==> src/inc/vof_defines.svh <==
// Register offsets, field positions and reset values of the output formatter
`ifndef VOF_DEFINES_SVH
`define VOF_DEFINES_SVH
`define VOF_ADDR_CTL1 12'h404
`define VOF_ADDR_CTL2 12'h405
`define VOF_ADDR_CTL3 12'h406
`define VOF_ADDR_CTL4 12'h407
`define VOF_ADDR_IDLO 12'h408
`define VOF_ADDR_IDHI 12'h409
`define VOF_ADDR_VDLO 12'h474
`define VOF_ADDR_VDHI 12'h475
`define VOF_ADDR_V656 12'h477
`define VOF_ADDR_STAT 12'h478
// Control 1 fields
`define VOF_C1_MODE_LO 0
`define VOF_C1_TENBIT 2
`define VOF_C1_TASK 3
`define VOF_C1_RAW 4
`define VOF_C1_ANC 5
// Control 2 fields
`define VOF_C2_GATE_LO 0
`define VOF_C2_INV 2
`define VOF_C2_ACTH 3
`define VOF_C2_VALFMT 4
// Control 3 fields
`define VOF_C3_ALIGN 0
`define VOF_C3_CLAMP 1
`define VOF_C3_BLANK 2
`define VOF_C3_DATA_COUNT_MODE 3
`define VOF_C3_IDSRC 4
`define VOF_CTL_RST 8'h00
`define VOF_VDLY_RST 10'h014
`define VOF_V656_RST 8'h14
`define VOF_Y_BLANK 10'h040
`define VOF_C_BLANK 10'h200
`define VOF_HV_GAP 2
`endif

==> src/inc/vof_pkg.sv <==
// Types of the output formatter
package vof_pkg;
   typedef enum logic [1:0] {
      VOF_SPI = 2'h0,
      VOF_BT656 = 2'h1,
      VOF_VIP11 = 2'h2,
      VOF_VIP2 = 2'h3
   } vof_mode_t;
   typedef enum logic [1:0] {
      VOF_ST_VIDEO = 2'h0,
      VOF_ST_CODE = 2'h1,
      VOF_ST_ANC = 2'h2
   } vof_state_t;
endpackage : vof_pkg
==> src/core/vof_top.sv <==
// Video output formatter: strobe stream or embedded-code stream
//
// Summary of operation
// RULE1: One output format chosen by mode field
// RULE2: Eight-bit mode rounds, drives upper lines
// RULE3: Strobe mode outputs every pixel
// RULE4: Strobe mode drives separate timing outputs
// RULE5: Each strobe polarity chosen independently
// RULE6: Clock-invert bit inverts pixel clock
// RULE7: Pixel clock free, valid-gated, or valid-active-gated
// RULE8: Active is composite or horizontal only
// RULE9: Valid marks pixels or pixels AND active
// RULE10: Horizontal reset leads vertical by two; the code adds the two-cycle delay only while field_r is 0
// RULE11: Codes carry T F V H, change at EAV
// RULE12: Low nibble Hamming or zero per mode
// RULE13: Ten-bit codes get two zero LSBs
// RULE14: Task bit per mode and raw state
// RULE15: Field bit toggles at EAV after field end
// RULE16: V set at EAV after active end
// RULE17: V cleared after programmed half-line count
// RULE18: Align option uses the BT.656 delay
// RULE19: H zero in SAV, one in EAV
// RULE20: Clamp upper byte to 1..254
// RULE21: Blank fill in blanking, V lines
// RULE22: Ancillary packets in horizontal blanking
// RULE23: Packet header flags, DID, SDID, DC
// RULE24: Packets only when ancillary enabled
// RULE25: Data count as blocks or words
// RULE26: VIP identifiers programmable or line count
// RULE27: Raw samples replace blanked video
// RULE28: Order Cb Y Cr Y, flag marks Cb
// RULE29: Receiver samples per configured edge, polarity; vof_rx_model always captures on the falling edge of link_clk_in
//
// Decided for this implementation: the strobed register port.
`include "vof_defines.svh"
module vof_top
   import vof_pkg::*;
#(
   parameter int ANC_MAX = 16
) (
   input wire logic clk_sys,
   input wire logic rst,
   input wire logic [11:0] reg_addr,
   input wire logic [7:0] reg_wdata,
   input wire logic reg_wr,
   input wire logic reg_rd,
   output logic [7:0] reg_rdata,
   input wire logic [9:0] luma_in,
   input wire logic [9:0] chroma_in,
   input wire logic [9:0] raw_in,
   input wire logic pix_valid_in,
   input wire logic h_active_in,
   input wire logic v_active_in,
   input wire logic h_reset_in,
   input wire logic v_reset_in,
   input wire logic field_end_in,
   input wire logic half_line_in,
   input wire logic anc_req_in,
   input wire logic [3:0] anc_type_in,
   input wire logic [4:0] anc_words_in,
   input wire logic [7:0] anc_word_in,
   input wire logic [7:0] slicer_line_in,
   output logic anc_word_take,
   input wire logic link_clk_in,
   output logic [9:0] video_data_bus,
   output logic pixel_clock_out,
   output logic vsync_out,
   output logic hsync_out,
   output logic vertical_active_strobe_out,
   output logic horizontal_active_strobe_out,
   output logic valid_out,
   output logic field_out,
   output logic chroma_blue_flag
);
   // ----------
   // Register file
   // ----------
   logic [7:0] ctl1_r, ctl2_r, ctl3_r, strobe_polarity_reg, idlo_r, idhi_r;
   logic [9:0] vdly_r;
   logic [7:0] v656_r;
   logic [7:0] rdata_r;
   logic field_r, vbit_r;
   wire vof_mode_t mode = vof_mode_t'(ctl1_r[`VOF_C1_MODE_LO +: 2]);
   wire ten_bit_output = ctl1_r[`VOF_C1_TENBIT];
   wire task_value = ctl1_r[`VOF_C1_TASK];
   wire raw_substitute_enable = ctl1_r[`VOF_C1_RAW];
   wire anc_enable = ctl1_r[`VOF_C1_ANC];
   wire [1:0] gate_sel = ctl2_r[`VOF_C2_GATE_LO +: 2];
   wire clk_invert = ctl2_r[`VOF_C2_INV];
   wire act_h_only = ctl2_r[`VOF_C2_ACTH];
   wire valid_format = ctl2_r[`VOF_C2_VALFMT];
   wire vip_align_option = ctl3_r[`VOF_C3_ALIGN];
   wire code_clamp_enable = ctl3_r[`VOF_C3_CLAMP];
   wire blank_fill_enable = ctl3_r[`VOF_C3_BLANK];
   wire data_count_mode = ctl3_r[`VOF_C3_DATA_COUNT_MODE];
   wire identifier_source = ctl3_r[`VOF_C3_IDSRC];
   wire is_spi = (mode == VOF_SPI);
   wire [7:0] status = {6'h00, vbit_r, field_r};
   wire [7:0] rd_mux =
      (reg_addr == `VOF_ADDR_CTL1) ? ctl1_r :
      (reg_addr == `VOF_ADDR_CTL2) ? ctl2_r :
      (reg_addr == `VOF_ADDR_CTL3) ? ctl3_r :
      (reg_addr == `VOF_ADDR_CTL4) ? strobe_polarity_reg :
      (reg_addr == `VOF_ADDR_IDLO) ? idlo_r :
      (reg_addr == `VOF_ADDR_IDHI) ? idhi_r :
      (reg_addr == `VOF_ADDR_VDLO) ? vdly_r[7:0] :
      (reg_addr == `VOF_ADDR_VDHI) ? {6'h00, vdly_r[9:8]} :
      (reg_addr == `VOF_ADDR_V656) ? v656_r :
      (reg_addr == `VOF_ADDR_STAT) ? status : 8'h00;
   always_ff @(posedge clk_sys) begin
      if (rst) begin
         ctl1_r <= `VOF_CTL_RST;
         ctl2_r <= `VOF_CTL_RST;
         ctl3_r <= `VOF_CTL_RST;
         strobe_polarity_reg <= `VOF_CTL_RST;
         idlo_r <= `VOF_CTL_RST;
         idhi_r <= `VOF_CTL_RST;
         vdly_r <= `VOF_VDLY_RST;
         v656_r <= `VOF_V656_RST;
         rdata_r <= 8'h00;
      end else begin
         rdata_r <= reg_rd ? rd_mux : 8'h00;
         if (reg_wr) begin
            unique case (reg_addr)
               `VOF_ADDR_CTL1: ctl1_r <= reg_wdata;
               `VOF_ADDR_CTL2: ctl2_r <= reg_wdata;
               `VOF_ADDR_CTL3: ctl3_r <= reg_wdata;
               `VOF_ADDR_CTL4: strobe_polarity_reg <= reg_wdata;
               `VOF_ADDR_IDLO: idlo_r <= reg_wdata;
               `VOF_ADDR_IDHI: idhi_r <= reg_wdata;
               `VOF_ADDR_VDLO: vdly_r[7:0] <= reg_wdata;
               `VOF_ADDR_VDHI: vdly_r[9:8] <= reg_wdata[1:0];
               `VOF_ADDR_V656: v656_r <= reg_wdata;
               default: ;
            endcase
         end
      end
   end
   assign reg_rdata = rdata_r;

   // ----------
   // Link clock sampling and line timing
   // ----------
   logic lk_s1_r, lk_s2_r, lk_s3_r;
   always_ff @(posedge clk_sys) begin
      if (rst) begin
         lk_s1_r <= 1'b0;
         lk_s2_r <= 1'b0;
         lk_s3_r <= 1'b0;
      end else begin
         lk_s1_r <= link_clk_in;
         lk_s2_r <= lk_s1_r;
         lk_s3_r <= lk_s2_r;
      end
   end
   // One pixel step per rising link edge
   wire pix_step = lk_s2_r & ~lk_s3_r;

   logic hact_d_r, field_pend_r, vend_pend_r;
   logic [9:0] hl_cnt_r;
   logic hrst_d1_r, hrst_d2_r;
   wire sav_ev = pix_step & h_active_in & ~hact_d_r;
   wire eav_ev = pix_step & ~h_active_in & hact_d_r;
   wire [9:0] vclr_lim = (is_spi | mode == VOF_BT656 | vip_align_option) ?
      {2'h0, v656_r} : vdly_r; // RULE17 RULE18
   wire vclr_now = vbit_r & (hl_cnt_r >= vclr_lim);
   always_ff @(posedge clk_sys) begin
      if (rst) begin
         hact_d_r <= 1'b0;
         field_r <= 1'b0;
         vbit_r <= 1'b1;
         field_pend_r <= 1'b0;
         vend_pend_r <= 1'b0;
         hl_cnt_r <= 10'h000;
      end else begin
         if (pix_step)
            hact_d_r <= h_active_in;
         // Set wins over clear for the pending flags
         field_pend_r <= field_end_in | (field_pend_r & ~eav_ev);
         vend_pend_r <= (pix_step & ~v_active_in) | (vend_pend_r & ~eav_ev);
         if (v_reset_in)
            hl_cnt_r <= 10'h000;
         else if (half_line_in && hl_cnt_r != 10'h3ff)
            hl_cnt_r <= hl_cnt_r + 10'h001;
         if (eav_ev) begin
            if (field_pend_r)
               field_r <= ~field_r; // RULE15
            if (vend_pend_r && !vbit_r && !v_active_in)
               vbit_r <= 1'b1; // RULE16
            else if (vclr_now)
               vbit_r <= 1'b0; // RULE17 RULE11
         end
      end
   end

   // ----------
   // Strobe path
   // ----------
   always_ff @(posedge clk_sys) begin
      if (rst) begin
         hrst_d1_r <= 1'b0;
         hrst_d2_r <= 1'b0;
      end else begin
         hrst_d1_r <= v_reset_in;
         hrst_d2_r <= hrst_d1_r;
      end
   end
   // Vertical strobe trails horizontal by two cycles while field_r is 0
   wire vsync_raw = field_r ? v_reset_in : hrst_d2_r; // RULE10
   wire act_raw = act_h_only ? h_active_in : (h_active_in & v_active_in);
   wire val_raw = valid_format ? (pix_valid_in & act_raw) : pix_valid_in;
   logic cb_phase_r, cr_turn_r;
   // Active pin carries the configurable active indicator
   wire [6:0] strobes = {chroma_blue_flag_raw(cb_phase_r | cr_turn_r),
      field_r, val_raw, act_raw, v_active_in, h_reset_in, vsync_raw};
   function automatic logic chroma_blue_flag_raw(input logic ph);
      chroma_blue_flag_raw = ~ph;
   endfunction : chroma_blue_flag_raw
   logic [6:0] strobe_r;
   always_ff @(posedge clk_sys) begin
      if (rst)
         strobe_r <= 7'h00;
      else
         strobe_r <= strobes ^ strobe_polarity_reg[6:0]; // RULE4 RULE5 RULE8 RULE9
   end
   assign vsync_out = strobe_r[0];
   assign hsync_out = strobe_r[1];
   assign vertical_active_strobe_out = strobe_r[2];
   assign horizontal_active_strobe_out = strobe_r[3];
   assign valid_out = strobe_r[4];
   assign field_out = strobe_r[5];
   assign chroma_blue_flag = strobe_r[6];

   wire gate_on = (gate_sel == 2'h0) ? 1'b1 :
      (gate_sel == 2'h1) ? val_raw : (val_raw & act_raw); // RULE7
   logic pclk_r;
   always_ff @(posedge clk_sys) begin
      if (rst)
         pclk_r <= 1'b0;
      else
         pclk_r <= (lk_s2_r & gate_on) ^ clk_invert; // RULE6
   end
   assign pixel_clock_out = pclk_r;

   // ----------
   // Sample path
   // ----------
   // Cb Y Cr Y: even phase chroma, odd phase luma
   always_ff @(posedge clk_sys) begin
      if (rst | sav_ev | eav_ev) begin
         cb_phase_r <= 1'b0;
         cr_turn_r <= 1'b0;
      end else if (pix_step) begin
         cb_phase_r <= ~cb_phase_r; // RULE28
         if (cb_phase_r)
            cr_turn_r <= ~cr_turn_r;
      end
   end
   wire in_blank_h = ~h_active_in;
   wire raw_zone = raw_substitute_enable &
      (is_spi ? (~v_active_in & h_active_in) : (vbit_r & h_active_in));
   wire [9:0] samp = cb_phase_r ? luma_in : chroma_in; // RULE3
   wire blank_zone = blank_fill_enable & ~is_spi &
      (in_blank_h | (vbit_r & ~raw_substitute_enable)); // RULE21
   wire [9:0] fill = cb_phase_r ? `VOF_Y_BLANK : `VOF_C_BLANK;
   wire [9:0] pre = raw_zone ? raw_in : (blank_zone ? fill : samp); // RULE27
   // Rounding saturates at the top so 3ff does not wrap to zero
   wire [8:0] rnd_sum = {1'b0, pre[9:2]} + {8'h00, pre[1]};
   wire [7:0] rnd8 = rnd_sum[8] ? 8'hff : rnd_sum[7:0];
   wire [9:0] sized = ten_bit_output ? pre : {rnd8, 2'h0}; // RULE2
   wire [7:0] hi8 = sized[9:2];
   wire clamp_lo = code_clamp_enable & ~is_spi & (hi8 == 8'h00);
   wire clamp_hi = code_clamp_enable & ~is_spi & (hi8 == 8'hff);
   wire [9:0] clamped = clamp_lo ? {8'h01, sized[1:0]} :
      (clamp_hi ? {8'hfe, sized[1:0]} : sized); // RULE20

   // ----------
   // Control codes
   // ----------
   wire task_bit = (mode == VOF_BT656) ? 1'b1 :
      (mode == VOF_VIP2) ? task_value :
      ~(vbit_r & raw_substitute_enable); // RULE14
   function automatic logic [7:0] xy_code(input logic t, input logic f,
      input logic v, input logic h, input logic prot);
      logic [3:0] p;
      p = {v ^ h, f ^ h, f ^ v, f ^ v ^ h};
      xy_code = {t, f, v, h, prot ? p : 4'h0}; // RULE12
   endfunction : xy_code
   wire [7:0] eav_xy = xy_code(task_bit, field_r, vbit_r, 1'b1,
      mode == VOF_BT656); // RULE19
   wire [7:0] sav_xy = xy_code(task_bit, field_r, vbit_r, 1'b0,
      mode == VOF_BT656); // RULE19 RULE11

   // ----------
   // Sequencer: codes and ancillary packets
   // ----------
   vof_state_t st_r, st_nxt;
   logic [4:0] idx_r;
   logic is_eav_r, anc_done_r;
   wire vip = (mode == VOF_VIP11) | (mode == VOF_VIP2);
   wire [4:0] hdr_len = vip ? 5'd8 : 5'd6;
   wire [4:0] words_pad = {anc_words_in[4:2] + {2'h0, |anc_words_in[1:0]},
      2'h0};
   wire [4:0] pkt_len = hdr_len + (data_count_mode ? anc_words_in : words_pad);
   wire [7:0] dc_val = data_count_mode ? {3'h0, anc_words_in} :
      {5'h00, words_pad[4:2]}; // RULE25
   function automatic logic [7:0] par_byte(input logic [5:0] v);
      par_byte = {~(^v), ^v, v};
   endfunction : par_byte
   wire [7:0] id0 = identifier_source ? slicer_line_in : idlo_r; // RULE26
   wire [4:0] udw_idx = idx_r - hdr_len;
   wire udw_slot = idx_r >= hdr_len;
   wire udw_live = udw_slot & (udw_idx < anc_words_in);
   wire [7:0] anc_byte =
      (idx_r == 5'd0) ? 8'h00 :
      (idx_r == 5'd1) ? 8'hff :
      (idx_r == 5'd2) ? 8'hff :
      (idx_r == 5'd3) ? (vip ? 8'h91 : 8'h55) :
      (idx_r == 5'd4) ? par_byte({2'h0, anc_type_in}) :
      (idx_r == 5'd5) ? par_byte(dc_val[5:0]) :
      (!udw_slot && idx_r == 5'd6) ? id0 :
      (!udw_slot) ? idhi_r :
      (udw_live ? anc_word_in : 8'h00); // RULE23 RULE26
   wire [7:0] code_byte = (idx_r == 5'd0) ? 8'hff :
      (idx_r == 5'd3) ? (is_eav_r ? eav_xy : sav_xy) : 8'h00;
   wire start_anc = ~is_spi & anc_enable & anc_req_in & ~anc_done_r &
      in_blank_h; // RULE22 RULE24
   always_comb begin
      st_nxt = st_r;
      unique case (st_r)
         VOF_ST_VIDEO:
            if (!is_spi && (sav_ev || eav_ev))
               st_nxt = VOF_ST_CODE;
            else if (pix_step && start_anc)
               st_nxt = VOF_ST_ANC;
         VOF_ST_CODE:
            if (pix_step && idx_r == 5'd3)
               st_nxt = VOF_ST_VIDEO;
         VOF_ST_ANC:
            if (pix_step && idx_r == pkt_len - 5'd1)
               st_nxt = VOF_ST_VIDEO;
         default: st_nxt = VOF_ST_VIDEO;
      endcase
   end
   always_ff @(posedge clk_sys) begin
      if (rst) begin
         st_r <= VOF_ST_VIDEO;
         idx_r <= 5'd0;
         is_eav_r <= 1'b0;
         anc_done_r <= 1'b0;
      end else begin
         st_r <= st_nxt;
         if (st_nxt != st_r)
            idx_r <= 5'd0;
         else if (pix_step)
            idx_r <= idx_r + 5'd1;
         if (eav_ev)
            is_eav_r <= 1'b1;
         else if (sav_ev)
            is_eav_r <= 1'b0;
         if (sav_ev)
            anc_done_r <= 1'b0;
         else if (st_r == VOF_ST_ANC && st_nxt == VOF_ST_VIDEO)
            anc_done_r <= 1'b1;
      end
   end
   assign anc_word_take = (st_r == VOF_ST_ANC) & pix_step & udw_live;

   // ----------
   // Output register
   // ----------
   wire [7:0] ctl_byte = (st_r == VOF_ST_CODE) ? code_byte : anc_byte;
   wire [9:0] out_sel = (st_r == VOF_ST_VIDEO) ? clamped :
      (ten_bit_output ? {ctl_byte, 2'h0} : {ctl_byte, 2'h0}); // RULE13 RULE1
   logic [9:0] vd_r;
   always_ff @(posedge clk_sys) begin
      if (rst)
         vd_r <= 10'h000;
      else if (pix_step)
         vd_r <= out_sel;
   end
   assign video_data_bus = vd_r;

   // ----------
   // Checks
   // ----------
   a_rd_lat: assert property (@(posedge clk_sys) disable iff (rst)
      reg_rd |=> reg_rdata == $past(rd_mux))
      else $error("read data wrong");
   a_clamp_range: assert property (@(posedge clk_sys) disable iff (rst)
      (st_r == VOF_ST_VIDEO && code_clamp_enable && !is_spi && pix_step) |=>
      (video_data_bus[9:2] != 8'h00 && video_data_bus[9:2] != 8'hff))
      else $error("clamp leak"); // RULE20
   a_eav_hbit: assert property (@(posedge clk_sys) disable iff (rst)
      eav_xy[4] && !sav_xy[4])
      else $error("H bit wrong"); // RULE19
   a_vip_low: assert property (@(posedge clk_sys) disable iff (rst)
      vip |-> eav_xy[3:0] == 4'h0)
      else $error("VIP low nibble"); // RULE12
   a_field_eav: assert property (@(posedge clk_sys) disable iff (rst)
      $changed(field_r) |-> $past(eav_ev))
      else $error("field moved off EAV"); // RULE15
   a_vbit_eav: assert property (@(posedge clk_sys) disable iff (rst)
      $changed(vbit_r) |-> $past(eav_ev))
      else $error("V moved off EAV"); // RULE11
   a_hv_gap: assert property (@(posedge clk_sys) disable iff (rst)
      (!field_r && $rose(v_reset_in)) |-> ##2 vsync_raw)
      else $error("vertical strobe gap"); // RULE10
   a_anc_gate: assert property (@(posedge clk_sys) disable iff (rst)
      (st_r == VOF_ST_VIDEO && st_nxt == VOF_ST_ANC) |-> anc_enable)
      else $error("packet without enable"); // RULE24
   a_bt_task: assert property (@(posedge clk_sys) disable iff (rst)
      mode == VOF_BT656 |-> task_bit)
      else $error("task bit"); // RULE14
   c_anc: cover property (@(posedge clk_sys) st_r == VOF_ST_ANC);
   c_code: cover property (@(posedge clk_sys) st_r == VOF_ST_CODE);
   c_field: cover property (@(posedge clk_sys) $changed(field_r));
   c_vclr: cover property (@(posedge clk_sys) $fell(vbit_r));
endmodule : vof_top

==> config.mk <==
export PLATFORM = sky130hd
export DESIGN_NAME = vof_top
export DESIGN_NICKNAME = d
export VERILOG_FILES = /design/src/inc/vof_pkg.sv /design/src/core/vof_top.sv
export VERILOG_INCLUDE_DIRS = /design/src /design/src/inc
export SDC_FILE = /design/constraint.sdc
export NUM_CORES = 1
export LEC_CHECK = 0
export BUFFER_PORTS_ARGS = -buffer_cell sky130_fd_sc_hd__buf_2
export CELL_PAD_IN_SITES_DETAIL_PLACEMENT = 2
export CELL_PAD_IN_SITES_GLOBAL_PLACEMENT = 2
export CORE_MARGIN = 1
export CORE_UTILIZATION = 35
export CTS_BUF_LIST = sky130_fd_sc_hd__clkbuf_8
export DETAILED_ROUTE_END_ITERATION = 8
export PLACE_DENSITY = 0.9
export SLEW_MARGIN = 40
export SYNTH_ARGS = -nofsm -noshare
export SYNTH_HDL_FRONTEND = slang
export SYNTH_SLANG_ARGS = --single-unit
==> constraint.sdc <==
create_clock -name clk_sys -period 4.4 [get_ports clk_sys]
set_input_delay 0.88 -clock clk_sys [delete_from_list [all_inputs] [get_ports clk_sys]]
set_output_delay 0.88 -clock clk_sys [all_outputs]
set_load 0.01 [all_outputs]
# --- Word-level counts from Yosys, hierarchy flattened ---
# Index checks and enable logic that the tools add are counted.
classes:
  n_addsub: 7
  bitwise: 60
  muxes: 57
  magnitude_cmp: 3
  n_reduce_logical: 41
  eq_ne: 26
ops:
  columns: ["cell", "count"]
  rows:
  - ["8-bit 2-to-1 mux", 24]
  - ["12-bit by 11-bit == test with 1-bit output (second input constant)", 10]
  - ["10-bit 2-to-1 mux", 9]
  - ["1-bit AND", 30]
  - ["2-bit AND reduction", 12]
  - ["1-bit NOT", 18]
  - ["5-bit by 3-bit == test with 1-bit output (second input constant)", 3]
  - ["5-bit 2-to-1 mux", 3]
  - ["1-bit 2-to-1 mux", 12]
  - ["4-bit 2-to-1 mux", 3]
  - ["6-bit XOR reduction", 2]
  - ["10-bit by 1-bit adder with 10-bit output (second input constant)", 1]
  - ["5-bit by 2-bit == test with 1-bit output (second input constant)", 2]
  - ["10-bit greater-or-equal comparator", 1]
  - ["2-bit 2-to-1 mux", 5]
  - ["10-bit != test (second input constant)", 1]
  - ["2-bit OR reduction", 5]
  - ["8-bit by 1-bit adder with 9-bit output", 1]
  - ["1-bit logical AND", 9]
  - ["1-bit OR", 9]
  - ["8-bit == test (second input constant)", 1]
  - ["2-bit zero test", 4]
  - ["8-bit zero test", 1]
  - ["7-bit XOR", 1]
  - ["18 further kinds", 27]
word_totals:
  word_cells: 224
  in_bits: 88
  regBits: 123

# --- Logic depth before layout (Yosys ltp) ---
depth:
  depth_word: 17
  mapped_depth: 16
  mapped_depth_nobuf: 15

# --- Worst setup path before layout ---
# Ideal clock, no wire load.
synth_path:
  path_type: "input -> register"
  startpoint: "in anc_words_in[0]"
  endpoint: "reg idx_r[0]"
  arrival_time_ps: 3713
  path_stages: 15
  n_path_buf: 0
  setup_ps: 119
  path_slack_ps: 567
  cell_sequence: "or2_2 -> ha_1 -> ha_1 -> nor2b_1 -> a21oi_1 -> ha_1 -> inv_1 -> ha_1 -> a21oi_1 -> xnor2_1 -> o41ai_1 -> o21ai_1 -> mux2_1 -> nand3b_1 -> nor2_1"
synth_via:
  elab_chain_len: 11
synth_rtl:
  columns: ["item", "line_no", "text"]
  rows:
  - ["start: declaration", "vof_top.sv:60", "input wire logic [4:0] anc_words_in,"]
  - ["2-bit OR reduction", "vof_top.sv:302", "wire [4:0] words_pad = {anc_words_in[4:2] + {2'h0, |anc_words_in[1:0]},"]
  - ["3-bit by 1-bit adder with 3-bit output", "vof_top.sv:302", null]
  - ["5-bit 2-to-1 mux (*)", "vof_top.sv:304", "wire [4:0] pkt_len = hdr_len + (data_count_mode ? anc_words_in : words_pad);"]
  - ["4-bit by 5-bit adder with 5-bit output (*)", "vof_top.sv:304", null]
  - ["5-bit by 1-bit subtractor with 5-bit output (*)", "vof_top.sv:340", "if (pix_step && idx_r == pkt_len - 5'd1)"]
  - ["5-bit == test (*)", "vof_top.sv:340", null]
  - ["1-bit logical AND (*)", "vof_top.sv:340", null]
  - ["2-bit 2-to-1 mux (*)", "vof_top.sv:340", null]
  - ["2-bit one-hot mux with 3 select lines (*)", "vof_top.sv:330", "unique case (st_r)"]
  - ["2-bit != test (*)", "vof_top.sv:353", "if (st_nxt != st_r)"]
  - ["2-bit OR reduction (no source line) (*)", null, null]
  - ["end signal: assignment", "vof_top.sv:356", "idx_r <= idx_r + 5'd1;"]
  - ["end: declaration", "vof_top.sv:298", "logic [4:0] idx_r;"]
# Every way passes the cells marked *; elsewhere a longest branch is shown, timed or not.
# A chain may end at the register's enable or synchronous reset.

# --- Final worst setup path ---
layout_path:
  startpoint: "reg ctl1_r[1]"
  endpoint: "out anc_word_take"
layout_via:
  elab_chain_len: 7
  elab_cells_between_ends: 9
  classes_between: "add/sub (1); order compare (2); eq/ne (2); mux (1); bitwise (3)"
layout_rtl:
  columns: ["item", "line_no", "text"]
  rows:
  - ["start: declaration", "vof_top.sv:78", "logic [7:0] ctl1_r, ctl2_r, ctl3_r, strobe_polarity_reg, idlo_r, idhi_r;"]
  - ["start signal: assignment", "vof_top.sv:112", "ctl1_r <= `VOF_CTL_RST;"]
  - ["start signal: assignment", "vof_top.sv:125", "`VOF_ADDR_CTL1: ctl1_r <= reg_wdata;"]
  - ["2-bit == test", "vof_top.sv:300", "wire vip = (mode == VOF_VIP11) | (mode == VOF_VIP2);"]
  - ["1-bit OR (*)", "vof_top.sv:300", null]
  - ["4-bit 2-to-1 mux (*)", "vof_top.sv:301", "wire [4:0] hdr_len = vip ? 5'd8 : 5'd6;"]
  - ["5-bit by 4-bit subtractor with 5-bit output", "vof_top.sv:311", "wire [4:0] udw_idx = idx_r - hdr_len;"]
  - ["5-bit less-than comparator", "vof_top.sv:313", "wire udw_live = udw_slot & (udw_idx < anc_words_in);"]
  - ["1-bit AND (*)", "vof_top.sv:313", null]
  - ["1-bit AND (*)", "vof_top.sv:367", "assign anc_word_take = (st_r == VOF_ST_ANC) & pix_step & udw_live;"]
  - ["end: declaration", "vof_top.sv:63", "output logic anc_word_take,"]
# Marks and branches as above.

==> impl.org <==
** Logic synthesis
- After synthesis, the share of flip-flops with an asynchronous set or reset is 0%.
- Seq/Total Area, Yosys :: 32.7%
- The portion of synthesized area spent on multiplexers is 4.89%.
- Adder-cell share of the synthesized area :: 5.35%
- Post-synthesis compound-gate area fraction :: 23.0%
- Post-synth design cell area :: about 7500 sq um
- Combinational family with the most area after synthesis :: compound AO/OA/AOI/OAI gates
- Area share of the leading cell type in the synthesized netlist :: between 30 and 40%
- In the synthesized netlist the dominant register cell turns out to be dfxtp_1.
- YS warnings :: 0
- Average instance area after synthesis :: between 7 and 8 sq um
- When the netlist entered floorplanning its net count stood at 1075.
- Synthesized instance count :: ~960
- Cell types with the largest area share after synthesis :: dfxtp_1 (33%), a21oi_1 (7.6%), nand2_1 (6.1%)
- The synthesized netlist devotes around 23% of its cell area to simple gates.
- Counting distinct cell types in the post-synthesis netlist gives 80.
- Synthesis inferred between 100 and 150 register bits.
- Cell type contributing the most total cell area after synthesis :: dfxtp_1
- The synthesized design contains 0 enable-type register cells.
- XOR/XNOR Fraction of Synth Area :: roughly 6%

** Drt
- Residual DRC :: 0
- The final route contains ~8000 vias.
- For this block, the initial DRC count from the detailed router was 548.
- Number of iterations in the first detailed-routing pass :: 5
- In this run the remaining antenna-violating nets after routing total 0.
- Final routed wire length divided by cell count :: 23.7 microns
- Wirelength, routed :: between 30000 and 40000 microns
- After detailed routing, the number of vias per cell comes to 6.00.

** Cells and area
- Once layout is done, the placed cells without fillers occupy around 8700 sq um.
- Area added between synthesis and finish :: 15.5%
- Final core occ :: about two fifths
- Sequential cell area in the final layout :: 2460 sq um
- Post-route insts no fill :: approximately 1300
- The repair_antennas step left the layout with diodes totalling 0.
- Share of cells above drive strength 1 :: a little under a fifth
- Area occupied by multi-input gates :: 4670 sq um
- For this run, the post-layout net count is 1160.
- Filler cells :: between 2000 and 2500

** GRT
- First-pass GRT wire length :: roughly 49000 microns
- Final global-route overflow total :: 0
- The via count of the first global-routing pass was approximately 8700.
- Entering global routing, the biggest net connects 66 pins.
- Antenna violations before repair :: 0
- Global routing used between 20% and 30% of the available tracks.

** STA
- Final Hold Violating Endpoints :: 0
- For this run, the top clock speed supported by timing is 0.238 GHz.
- Unrepaired setup endpoints after global routing :: no
- Setup violations remaining at the end of the flow were counted as 0.
- Number of pins with negative max-slew slack in the final report :: 0
- Period utilisation layout :: 95.5%
- For the final database, setup skew stands at about 20 ps.
- At the pin with the least slew margin, the transition time is ~750 ps.
- Measured against its own limit, the worst slew margin works out to around half.
- Subtracting the final worst setup slack from the clock period gives around 4200 ps.
- Final hold slack :: approximately 440 ps

** Worst hold path
- The path class of the tightest hold or removal check is register to register.

** Setup path
- CP max stage cell :: fa_1
- Critical path start-end classification :: register to output port
- Top cell family by delay on the critical path :: adder cells
- Element type at the critical path start :: register
- On the worst path, the slowest cell contributes a delay of approximately 440 ps.
- Tracing the worst setup path back leads to its startpoint at ctl1_r[1].
- The worst setup path is captured at an output port.
- Data on the critical path is required at its endpoint by 3520 ps.
- For the worst setup path, the data arrival time is around 3300 ps.
- For flop-to-flop paths, the worst setup slack is 590 ps.
- Total number of cells along the worst setup path :: 12
- The most critical setup path has its endpoint at anc_word_take.
- The number of buffers and inverters on the critical path is 3.
- In this run the critical register-to-register path is launched from idx_r[2].
- Crit path max fanout :: 7
- The number of cells on the worst reg-to-reg path is 13.
- Worst path cell trace :: clkinv_1 -> nand2_1 -> fa_1 -> xnor2_1 -> xnor2_1 -> ha_1 -> a2111oi_2 -> o22ai_1 -> nor2_1 -> buf_4 -> and3_1 -> buf_2
- R2R Path End :: video_data_bus[3]
- Worst path most repeated cell :: xnor2_1

** Die
- Height of the die :: 149 microns
- Core box area :: ~21000 sq um
- Die Outline Area :: roughly 22000 sq um
- IO Count :: 115
- The die is about 150 microns wide.
- The floorplan has between 50 and 60 rows.
- Once the floorplan was initialized, standard cells occupied 35.8% of the core.

** Clocking
- The root buffer cell chosen for the clock tree is clkbuf_8.
- Clk pin slew, worst setup/hold paths :: approximately 80 ps
- In this run the post-CTS setup repair buffer count came out at 0.
- Clock Latency Late Sink :: roughly 480 ps
- The longest clock path from root to sink contains 2 buffers.
- TritonCTS clock tree :: done
- For this design, the sink count on the clock tree is approximately 120.
- Number of CTS-inserted buffers :: 17
- Clock H-tree levels :: 4

** Place
- Weighted congestion reported at the end of routability-driven placement :: between 0.8 and 0.9
- Input and output buffers added on the ports amount to 114.
- Post-Place Cell Area :: roughly 8300 sq um
- Detailed placement HPWL :: between 20000 and 25000 microns
- Placed Cells :: ~1300

** Outcome
- The flow ran to the end, and the final reports show no timing, DRC or antenna violations.

** Pwr
- The worst-case IR drop observed on VDD is 0.192 mV.
- Overall power after layout :: ~2500 uW
- Leakage :: ~0.0033 uW
- Cell area power density :: about 280 nW/um^2

** Job
- The tool flagged a number of max-cap violations equal to 0.
## cell usage in the layout, fill, tap and decap left out, types with 10 or more instances in the layout
master    instances
a21oi_1         115
nand2_1         122
clkbuf_8         17
nand3_1          71
and3_1           11
nand4_1          10
buf_2           113
a22oi_1          14
a31oi_1          14
dfxtp_1         123
buf_4            22
xor2_1           23
nor2_1           66
nor2b_1          19
ha_1             29
mux2i_1          23
o21ai_0          20
o31ai_1          11
xnor2_1          26
inv_1            25
nor3_1           15
mux2_2           10
## metal layers
metal  global-route usage (%)  part of all wire [%]  wire length (microns)  up-vias
li1                         -                     -                      -     3610
met1                     34.0                    40                  12800     3979
met2                     50.8                    50                  15600      285
met3                     5.12                   5.4                   1700       96
met4                     15.0                   4.5                   1420        0
met5                        0                     0                      0        -
## power by group
part | switching [uW] | internal [uW]
Sequential | 7.74 | 1120
Combinational | 178 | 111
Clock | 529 | 501
## repair_timing
item | 4_1_cts | 5_1_grt
hold buffers | 0 | 0
setup endpoints to repair | 1 | 1
resized for setup | 1 | 1
## worst reg2reg max path: cells and delay by family, from the launching register on
kind	cells	cell delay, ps
adders and majority gates	2	660
AOI/OAI and AO/OA	7	1820
DFF	1	660
and+or+nand+nor	2	180
buffers and inverters	1	180
xor gates and xnor gates	1	170
## logic make-up (layout without fill, tap and decap cells)
logic type | Yosys count | count (layout)
xor+xnor | 50 | 50
compound gates | 264 | 264
fa+ha+maj | 31 | 31
buf+inv | 95 | 192
simple gates | 358 | 358
mux | 35 | 35
flops | 123 | 123
## area by class of cell
type	count	share of cell area, %
multi-input combinational	738	53.7
tap	275	3.96
clock buffer	17	2.69
inverter	25	1.08
timing repair buffer	136	8.53
sequential	123	28.3
clock inverter	14	1.71
## cell usage after synthesis (4+ instances only)
library cell	number
a21oi_1	115
and2_1	7
xnor2_1	26
nand3_1	71
xor2_1	23
o21ai_0	20
buf_1	4
o21a_1	6
nor4_1	4
a221oi_1	6
buf_2	13
a31oi_1	14
mux2_2	10
and3_1	11
a311oi_1	4
ha_1	29
nand3b_1	4
o21ai_1	5
a211oi_1	7
o31ai_1	11
a211o_1	7
nand4_1	10
nor2_1	66
nand2b_1	7
dfxtp_1	123
clkbuf_1	49
a22o_1	4
o211ai_1	6
a22oi_1	14
a21o_1	5
mux2i_1	23
nand2_1	122
a222oi_1	5
nor2b_1	19
inv_1	24
nor3_1	15
## how the worst min path moves through the flow
stage | cells after the start | startpoint | slack [ps] | to
final | 1 | lk_s1_r | 440 | lk_s2_r
after global routing | 1 | lk_s1_r | 470 | lk_s2_r
after CTS | 1 | lk_s1_r | 450 | lk_s2_r
after detailed placement | 1 | lk_s1_r | 430 | lk_s2_r
after global placement | 1 | hrst_d1_r | 430 | hrst_d2_r
after floorplan | 1 | hrst_d1_r | 410 | hrst_d2_r
## stage by stage
stage,setup WS (ps),TNS (ps)
3_5_place_dp,-54.6,-241
6_report,199,0
3_3_place_gp,191,0
4_1_cts,77.6,0
2_1_floorplan,567,0
5_1_grt,75.5,0
Power figures use the tool's default switching activity.
